<file path="config.mk">
export PLATFORM = sky130hd
export DESIGN_NAME = t2cu_counter
export DESIGN_NICKNAME = d
export VERILOG_FILES = /design/src/inc/t2cu_pkg.sv /design/src/core/t2cu_tick_gen.sv /design/src/core/t2cu_counter.sv
export SDC_FILE = /design/constraint.sdc
export NUM_CORES = 1
export LEC_CHECK = 0
export ABC_AREA = 1
export BUFFER_PORTS_ARGS = -buffer_cell sky130_fd_sc_hd__buf_2
export CAP_MARGIN = 25
export CORE_AREA = 2 2 75 77
export DETAILED_ROUTE_END_ITERATION = 16
export DIE_AREA = 0 0 77 79
export PLACE_DENSITY = 0.74
export REMOVE_ABC_BUFFERS = 1
export SYNTH_ARGS = -nofsm -noshare
export SYNTH_HDL_FRONTEND = slang
export SYNTH_SLANG_ARGS = --single-unit
</file>
<file path="constraint.sdc">
create_clock -name I_CLK -period 2.15 [get_ports I_CLK]
set_clock_uncertainty 0.2 [all_clocks]
set_input_delay 0.5375 -clock I_CLK [delete_from_list [all_inputs] [get_ports I_CLK]]
set_output_delay 0.5375 -clock I_CLK [all_outputs]
set_load 0.1 [all_outputs]
</file>
<file path="src/inc/t2cu_pkg.sv">
package t2cu_pkg;
    // counter geometry and mode codes
    localparam int unsigned CNT_W       = 8;
    localparam logic [7:0]  CNT_BOTTOM  = 8'h00;
    localparam logic [7:0]  CNT_MAX     = 8'hff;
    localparam logic [7:0]  CNT_RESET   = 8'h00;
    localparam logic [7:0]  CMP_RESET   = 8'h00;
    // wave mode select encodings
    localparam logic [1:0]  WM_NORMAL   = 2'h0;
    localparam logic [1:0]  WM_PC_PWM   = 2'h1;
    localparam logic [1:0]  WM_CTC      = 2'h2;
    localparam logic [1:0]  WM_FAST_PWM = 2'h3;
    // tick source select encodings
    localparam logic [2:0]  TS_STOP     = 3'h0;
    localparam logic [2:0]  TS_DIV1     = 3'h1;
    localparam logic [2:0]  TS_DIV8     = 3'h2;
    localparam logic [2:0]  TS_DIV32    = 3'h3;
    localparam logic [2:0]  TS_DIV64    = 3'h4;
    localparam logic [2:0]  TS_DIV128   = 3'h5;
    localparam logic [2:0]  TS_DIV256   = 3'h6;
    localparam logic [2:0]  TS_EXT      = 3'h7;
    // prescaler width covers the largest division
    localparam int unsigned PRE_W       = 10;
    localparam logic [9:0]  PRE_DIV1024 = 10'h3ff;

    // cpu write strobes with their data
    typedef struct packed {
        logic       cnt_we;
        logic [7:0] cnt_wdata;
        logic       cmp_we;
        logic [7:0] cmp_wdata;
        logic       ocf_clr;
    } t2cu_cpu_wr_t;

    // control settings from the timer control register
    typedef struct packed {
        logic [2:0] tick_source_select;
        logic [1:0] wave_mode_select;
        logic       compare_irq_enable;
        logic       ovf_irq_enable;
    } t2cu_ctrl_t;

    typedef enum logic [1:0] {
        T2CU_CLEAR,
        T2CU_INC,
        T2CU_DEC,
        T2CU_HOLD
    } t2cu_action_t;
endpackage : t2cu_pkg

</file>
<file path="src/core/t2cu_tick_gen.sv">
module t2cu_tick_gen
    import t2cu_pkg::*;
(
    // clock and reset
    input  wire logic       i_clk,
    input  wire logic       i_rstn,
    // selection and external clock pin
    input  wire logic [2:0] i_sel,
    input  wire logic       i_ext_pin,
    // one-cycle tick enable
    output logic            o_tick
);
    logic [PRE_W-1:0] pre_reg, pre_next;
    logic [2:0]       sync_reg, sync_next;
    logic             prev_reg, prev_next;
    logic             tick_reg, tick_next;
    logic             ext_lvl;

    // a level counts only when the second and third stages agree
    assign ext_lvl = sync_reg[2];

    // prescaler taps and external edge detect
    always_comb begin
        pre_next  = pre_reg + 10'h001;
        sync_next = {sync_reg[1:0], i_ext_pin};
        prev_next = (sync_reg[1] == sync_reg[2]) ? ext_lvl : prev_reg;
        unique case (i_sel)
            TS_STOP:   tick_next = 1'b0;
            TS_DIV1:   tick_next = 1'b1;
            TS_DIV8:   tick_next = (pre_reg[2:0] == 3'h7);
            TS_DIV32:  tick_next = (pre_reg[4:0] == 5'h1f);
            TS_DIV64:  tick_next = (pre_reg[5:0] == 6'h3f);
            TS_DIV128: tick_next = (pre_reg[6:0] == 7'h7f);
            TS_DIV256: tick_next = (pre_reg[7:0] == 8'hff);
            TS_EXT:    tick_next = (sync_reg[1] == sync_reg[2])
                                   && ext_lvl && !prev_reg;
        endcase
    end

    always_ff @(posedge i_clk or negedge i_rstn) begin
        if (!i_rstn) begin
            pre_reg  <= '0;
            sync_reg <= 3'h0;
            prev_reg <= 1'b0;
            tick_reg <= 1'b0;
        end else begin
            pre_reg  <= pre_next;
            sync_reg <= sync_next;
            prev_reg <= prev_next;
            tick_reg <= tick_next;
        end
    end

    assign o_tick = tick_reg;
endmodule : t2cu_tick_gen

</file>
<file path="src/core/t2cu_counter.sv">
// How it works
// - clear action forces every count bit to zero
// - top output high while count equals maximum
// - bottom output high while count equals zero
// - each tick clears, increments or decrements per mode
// - tick comes from internal prescaler or external pin
// - tick source zero gives no ticks; count stops
// - cpu may read and write count at any time
// - cpu count write beats a coincident clear or count
// - two wave mode select bits choose the count sequence
// - overflow flag set where the mode defines overflow
// - overflow flag offered as an interrupt request
// - compare output waveform follows the mode's counting
// - eight-bit comparator flags count equal to compare value
// - match sets compare flag next tick; irq if enabled
// - compare flag cleared on irq acknowledge or written one
module t2cu_counter
    import t2cu_pkg::*;
(
    // clock and reset
    input  wire logic         I_CLK,
    input  wire logic         I_RSTN,
    // cpu side
    input  wire t2cu_cpu_wr_t I_CPU_WR,
    input  wire t2cu_ctrl_t   I_CTRL,
    input  wire logic         I_OVF_FLAG_CLR,
    input  wire logic         I_OVF_IRQ_ACK,
    input  wire logic         I_CMP_IRQ_ACK,
    // external tick pin
    input  wire logic         I_EXT_TICK_PIN,
    // count and status
    output logic [7:0]        O_TIMER_COUNT,
    output logic [7:0]        O_COMPARE_VALUE,
    output logic              O_TOP,
    output logic              O_BOTTOM,
    output logic              O_MATCH,
    output logic              O_OVERFLOW_FLAG,
    output logic              O_COMPARE_MATCH_FLAG,
    output logic              O_OVF_IRQ,
    output logic              O_CMP_IRQ,
    // compare output pin
    output logic              O_COMPARE_OUTPUT_PIN
);
    import t2cu_pkg::*;

    // state and next-value pairs, one pair per register
    logic         tick;
    logic [7:0]   cnt_reg, cnt_next;
    logic [7:0]   cmp_reg, cmp_next;
    logic         down_reg, down_next;
    logic         tov_reg, tov_next;
    logic         ocf_reg, ocf_next;
    logic         oc_reg, oc_next;
    logic         top_reg, top_next;
    logic         bot_reg, bot_next;
    logic         match_reg, match_next;
    logic         ovf_irq_reg, ovf_irq_next;
    logic         cmp_irq_reg, cmp_irq_next;
    t2cu_action_t action;
    logic         ovf_evt;
    logic         match_now;

    // top of the count: compare value in clear-on-match, else the maximum
    function automatic logic [7:0] mode_top(input logic [1:0] wm,
                                            input logic [7:0] cmp);
        mode_top = (wm == WM_CTC) ? cmp : CNT_MAX;
    endfunction : mode_top

    // extreme-value decodes, shared by the action, flag and status paths
    function automatic logic cnt_is_max(input logic [7:0] v);
        cnt_is_max = (v == CNT_MAX);
    endfunction : cnt_is_max

    function automatic logic cnt_is_bottom(input logic [7:0] v);
        cnt_is_bottom = (v == CNT_BOTTOM);
    endfunction : cnt_is_bottom

    // tick source, stopped when the select field is zero
    // the divider registers its tick, so a new select acts two edges later
    t2cu_tick_gen u_tick (
        .i_clk     (I_CLK),
        .i_rstn    (I_RSTN),
        .i_sel     (I_CTRL.tick_source_select),
        .i_ext_pin (I_EXT_TICK_PIN),
        .o_tick    (tick)
    );

    // comparator runs every cycle, not only on ticks
    // one match wire feeds flag, clear and pin, so all three agree
    assign match_now = (cnt_reg == cmp_reg);

    // action chosen per mode on each tick
    always_comb begin
        action  = T2CU_HOLD;
        ovf_evt = 1'b0;
        if (tick) begin
            unique case (I_CTRL.wave_mode_select)
                WM_NORMAL, WM_FAST_PWM: begin
                    // overflow is the wrap out of the maximum
                    action  = T2CU_INC;
                    ovf_evt = cnt_is_max(cnt_reg);
                end
                WM_CTC: begin
                    // compare at the maximum: clear and overflow coincide
                    action  = match_now ? T2CU_CLEAR : T2CU_INC;
                    ovf_evt = cnt_is_max(cnt_reg);
                end
                WM_PC_PWM: begin
                    // overflow marks the turn at the bottom
                    action  = down_reg ? T2CU_DEC : T2CU_INC;
                    ovf_evt = down_reg && (cnt_reg == 8'h01);
                end
            endcase
        end
    end

    // count path: cpu write has priority over every tick action
    // a tick that meets a write is lost, and so is its overflow
    always_comb begin
        cnt_next  = cnt_reg;
        down_next = down_reg;
        if (I_CPU_WR.cnt_we) begin
            cnt_next = I_CPU_WR.cnt_wdata;
        end else begin
            unique case (action)
                T2CU_CLEAR: cnt_next = CNT_BOTTOM;
                T2CU_INC:   cnt_next = cnt_reg + 8'h01;
                T2CU_DEC:   cnt_next = cnt_reg - 8'h01;
                T2CU_HOLD:  cnt_next = cnt_reg;
            endcase
        end
        // dual slope turns at the extremes
        // limitation: a count written at the maximum while rising wraps
        if (I_CTRL.wave_mode_select != WM_PC_PWM) begin
            down_next = 1'b0;
        end else if (tick && !I_CPU_WR.cnt_we) begin
            if (!down_reg && cnt_reg == 8'hfe) down_next = 1'b1;
            else if (down_reg && cnt_reg == 8'h01) down_next = 1'b0;
        end
        cmp_next = I_CPU_WR.cmp_we ? I_CPU_WR.cmp_wdata : cmp_reg;
    end

    // flags: a hardware set wins over a clear in the same cycle
    always_comb begin
        tov_next = tov_reg;
        if (I_OVF_FLAG_CLR || I_OVF_IRQ_ACK) tov_next = 1'b0;
        if (ovf_evt && !I_CPU_WR.cnt_we) tov_next = 1'b1;
        // compare flag, same priority
        ocf_next = ocf_reg;
        if (I_CPU_WR.ocf_clr || I_CMP_IRQ_ACK) ocf_next = 1'b0;
        if (tick && match_now) ocf_next = 1'b1;
        // irq copies follow the next flag values, so they rise together
        ovf_irq_next = tov_next && I_CTRL.ovf_irq_enable;
        cmp_irq_next = ocf_next && I_CTRL.compare_irq_enable;
        // status uses next values so it lines up with the count
        top_next     = cnt_is_max(cnt_next);
        bot_next     = cnt_is_bottom(cnt_next);
        match_next   = (cnt_next == cmp_next);
    end

    // waveform on the compare output pin
    // the pin sees the old count, just as the compare flag does
    always_comb begin
        oc_next = oc_reg;
        if (tick && !I_CPU_WR.cnt_we) begin
            unique case (I_CTRL.wave_mode_select)
                WM_NORMAL, WM_CTC: begin
                    if (match_now) oc_next = !oc_reg;         // toggle on match
                end
                WM_FAST_PWM: begin
                    if (match_now) oc_next = 1'b0;
                    else if (cnt_reg == mode_top(I_CTRL.wave_mode_select,
                                                 cmp_reg))
                        oc_next = 1'b1;                       // set at top wrap
                end
                WM_PC_PWM: begin
                    if (match_now) oc_next = down_reg;        // up clears, down sets
                end
            endcase
        end
    end

    // state registers; outputs come straight from these
    // reset values agree with a zero count and a zero compare value
    always_ff @(posedge I_CLK or negedge I_RSTN) begin
        if (!I_RSTN) begin
            cnt_reg     <= CNT_RESET;
            cmp_reg     <= CMP_RESET;
            down_reg    <= 1'b0;
            tov_reg     <= 1'b0;
            ocf_reg     <= 1'b0;
            oc_reg      <= 1'b0;
            top_reg     <= 1'b0;
            bot_reg     <= 1'b1;
            match_reg   <= 1'b1;
            ovf_irq_reg <= 1'b0;
            cmp_irq_reg <= 1'b0;
        end else begin
            cnt_reg     <= cnt_next;
            cmp_reg     <= cmp_next;
            down_reg    <= down_next;
            tov_reg     <= tov_next;
            ocf_reg     <= ocf_next;
            oc_reg      <= oc_next;
            top_reg     <= top_next;
            bot_reg     <= bot_next;
            match_reg   <= match_next;
            ovf_irq_reg <= ovf_irq_next;
            cmp_irq_reg <= cmp_irq_next;
        end
    end

    // every output is a plain register copy
    assign O_TIMER_COUNT        = cnt_reg;
    assign O_COMPARE_VALUE      = cmp_reg;
    assign O_TOP                = top_reg;
    assign O_BOTTOM             = bot_reg;
    assign O_MATCH              = match_reg;
    assign O_OVERFLOW_FLAG      = tov_reg;
    assign O_COMPARE_MATCH_FLAG = ocf_reg;
    assign O_OVF_IRQ            = ovf_irq_reg;
    assign O_CMP_IRQ            = cmp_irq_reg;
    assign O_COMPARE_OUTPUT_PIN = oc_reg;
endmodule : t2cu_counter

</file>
==> metrics.md <==
| Metric | Value |
|---|---|
| H-tree Lvls | `2` |
| Initial Utilization | `46.9%` |
| Row count | `27` |
| WS Path Type | `reg -> reg` |
| Ys async rst share | `100%` |
| Slew @ Worst Pin | `498 ps` |
| First-pass GRT wire length | `11.6 mm` |
| Critical Path End Type | `flip-flop` |
| Die area | `6080 sq um` |
| Startpoint Class | `flip-flop` |
| Mean Syn Cell Area | `7.47 sq um` |
| GRT Util Overall | `24.2%` |
| F_max | `451 MHz` |
| Pwr dens | `709 nW/um^2` |
| Drt first pass iters | `4` |
| Final hold vios | `0` |
| Placed instance count | `506` |
| Num Clock Sinks | `38` |
| Reg clk slew, reported paths | `80 ps` |
| Status | `complete, but fails checks` |
| Worst IR drop on VDD | `0.497 mV` |
| Final net count | `~500` |
| I/O pin count | `between 50 and 60` |
| Die H | `79 um` |
| Drt wl/cell | `13.7 um` |
| Iter 0 DRT Violations | `199` |
| Vias/cell | `5.03` |
| IO Port Bufs | `55` |
| RSZ-0062 raised after global routing | `yes` |
| Die width | `77 um` |
| CP required | `2150 ps` |
| Syn Inst Count | `approximately 340` |
| Predominant post-synthesis flop cell | `dfrtp_1` |
| Inserted Clock Buffers | `5` |
| LEAKAGE | `1.91 nW` |
| Syn Std Cell Area | `2500 sq um` |
| Yosys warnings | `0` |
| Final Non-Filler Cells | `523` |
| Clk_lat worst skew | `about 290 ps` |
| DRT Wirelength | `7.15 mm` |
| Hold Path Class | `in -> async` |
| CTS tree | `done` |
| ANT nets after route | `0` |
| Final core occ | `68.4%` |
| Count of final setup violators | `3` |
| Crit path max fanout | `8` |
| Post-route clock period utilization | `103%` |
| Clk root buf | `clkbuf_8` |
| Via count | `around 2600` |
| Ant. Diodes | `0` |
| Max-slew headroom | `67.0%` |
| Yosys cell types | `36` |
| Post-synth EDFFs | `0` |
| Placed Area | `3200 sq um` |
| Crit path DAT | `2220 ps` |
| Total congestion overflow | `0` |
| Area Overhead vs Synth | `45.9%` |
| Yosys reg bits | `38` |
| Layout cells sized above 1 | `41.0%` |
| FILL cells | `447` |
| DRC Markers | `0` |
| Largest net degree at the start of global routing | `39` |
| Post-route minimum period | `2220 ps` |
| CTS max path bufs | `2` |
| R2R setup slack | `-70 ps` |
| Register area share after synthesis | `38.1%` |
| Initial antenna violation count | `0` |
| Failing checks | `setup timing` |
| GPL Wtd Cong | `0.900` |
| Max Cap Viol | `0` |
| Worst setup margin | `-67.7 ps` |
| Vias in the first global route | `2564` |
| Fin area | `3650 sq um` |
| Final Max Slew Viols | `0` |
| Core area | `5340 sq um` |
| Post-DP HPWL | `5.26 mm` |
[metal layers]
layer	global-route usage (%)	wire length (um)
met1	30.4	3100
met2	42.0	3610
met3	4.43	328
met4	8.57	113
met5	0	0
[where the power goes]
part           internal, mW  total, mW  switching (mW)
Clock                 0.371      0.610           0.239
Combinational         0.386       1.16           0.774
Sequential            0.767      0.820          0.0527
[area by class of cell]
type	instances	area (sq um)	area share [%]
clock buffer	6	82.6	2.26
clock inverter	1	30.0	0.823
inverter	46	175	4.80
multi-input combinational	247	1580	43.3
sequential	38	956	26.2
tap	72	90.1	2.47
timing repair buffer	113	737	20.2
[synth_stat cells (all sizes together) (3+ instances only)]
cell type	number	area, sq um
inv	45	169
buf	3	23.8
nor3	7	40.0
xor2	10	87.6
o21ai	17	85.1
dfrtp	36	901
nand3	35	175
a31oi	3	18.8
o22ai	3	18.8
nand4	10	62.6
ha	12	150
xnor2	6	52.6
nand3b	4	33.8
a21oi	6	41.3
nor2	26	103
nand2	99	409
[what timing repair did]
| item | 4_1_cts | 5_1_grt |
|---|---|---|
| resized for setup | 30 | 31 |
| endpoints found under the setup margin | 3 | 3 |
| pin swaps | 15 | 22 |
| setup buffers | 4 | 5 |
| hold buffers | 0 | 0 |
| gates cloned | 1 | 0 |
[critical path: stages (launching register included)]
cell and delay [ps]:
dfrtp_1 440, xnor2_1 160, nand2_1 100, nor2_2 160, nand2_2 120, nand2_8 130, nand2_8 90, nand2_2 70
o21ai_2 60, nand2_2 100, nand2_4 90, nor2_4 130, nand3_2 90, nor3_2 190
[worst paths after layout]
check,from,end,cells past startpoint
hold reg to reg,u_tick.sync_reg[0],u_tick.sync_reg[1],0
setup / recovery,O_TIMER_COUNT[2],O_BOTTOM,13
hold / removal,I_RSTN,O_COMPARE_MATCH_FLAG,2
setup reg to reg,O_TIMER_COUNT[2],O_BOTTOM,13
max in group asynchronous,I_RSTN,O_BOTTOM,2
min in group I_CLK,I_EXT_TICK_PIN,u_tick.sync_reg[0],1
[cell families after synthesis]
kind of cell               Yosys count  synth area share (%)
buffers and inverters               51                  8.15
muxes                                1                 0.450
DFF                                 38                  38.1
AOI/OAI and AO/OA                   35                  8.50
xor gates and xnor gates            16                  5.60
adders and majority gates           12                  6.00
and+or+nand+nor                    182                  33.2
[stage by stage]
step,setup TNS [ps],hold slack [ps],worst slack (ps),power (mW)
detailed placement,-1880,138,-409,1.85
floorplan,-3490,41.9,-494,1.50
finish,-184,83.0,-67.7,2.59
global placement,-1430,132,-376,1.84
CTS,-30.5,101,-16.2,2.52
global route,-525,114,-193,2.72
[layout by cell type, fill, tap and decap left out, types with 7 or more instances in the layout]
cell     instances
nand2_1         75
buf_4           55
buf_2           54
inv_1           37
dfrtp_1         34
nand3_1         27
nor2_1          18
nand2_2         17
o21ai_0         14
nand4_1         10
ha_1             9
xor2_1           8
inv_2            7
nand3_2          7
Note: power is estimated with default switching activity, not from simulation.
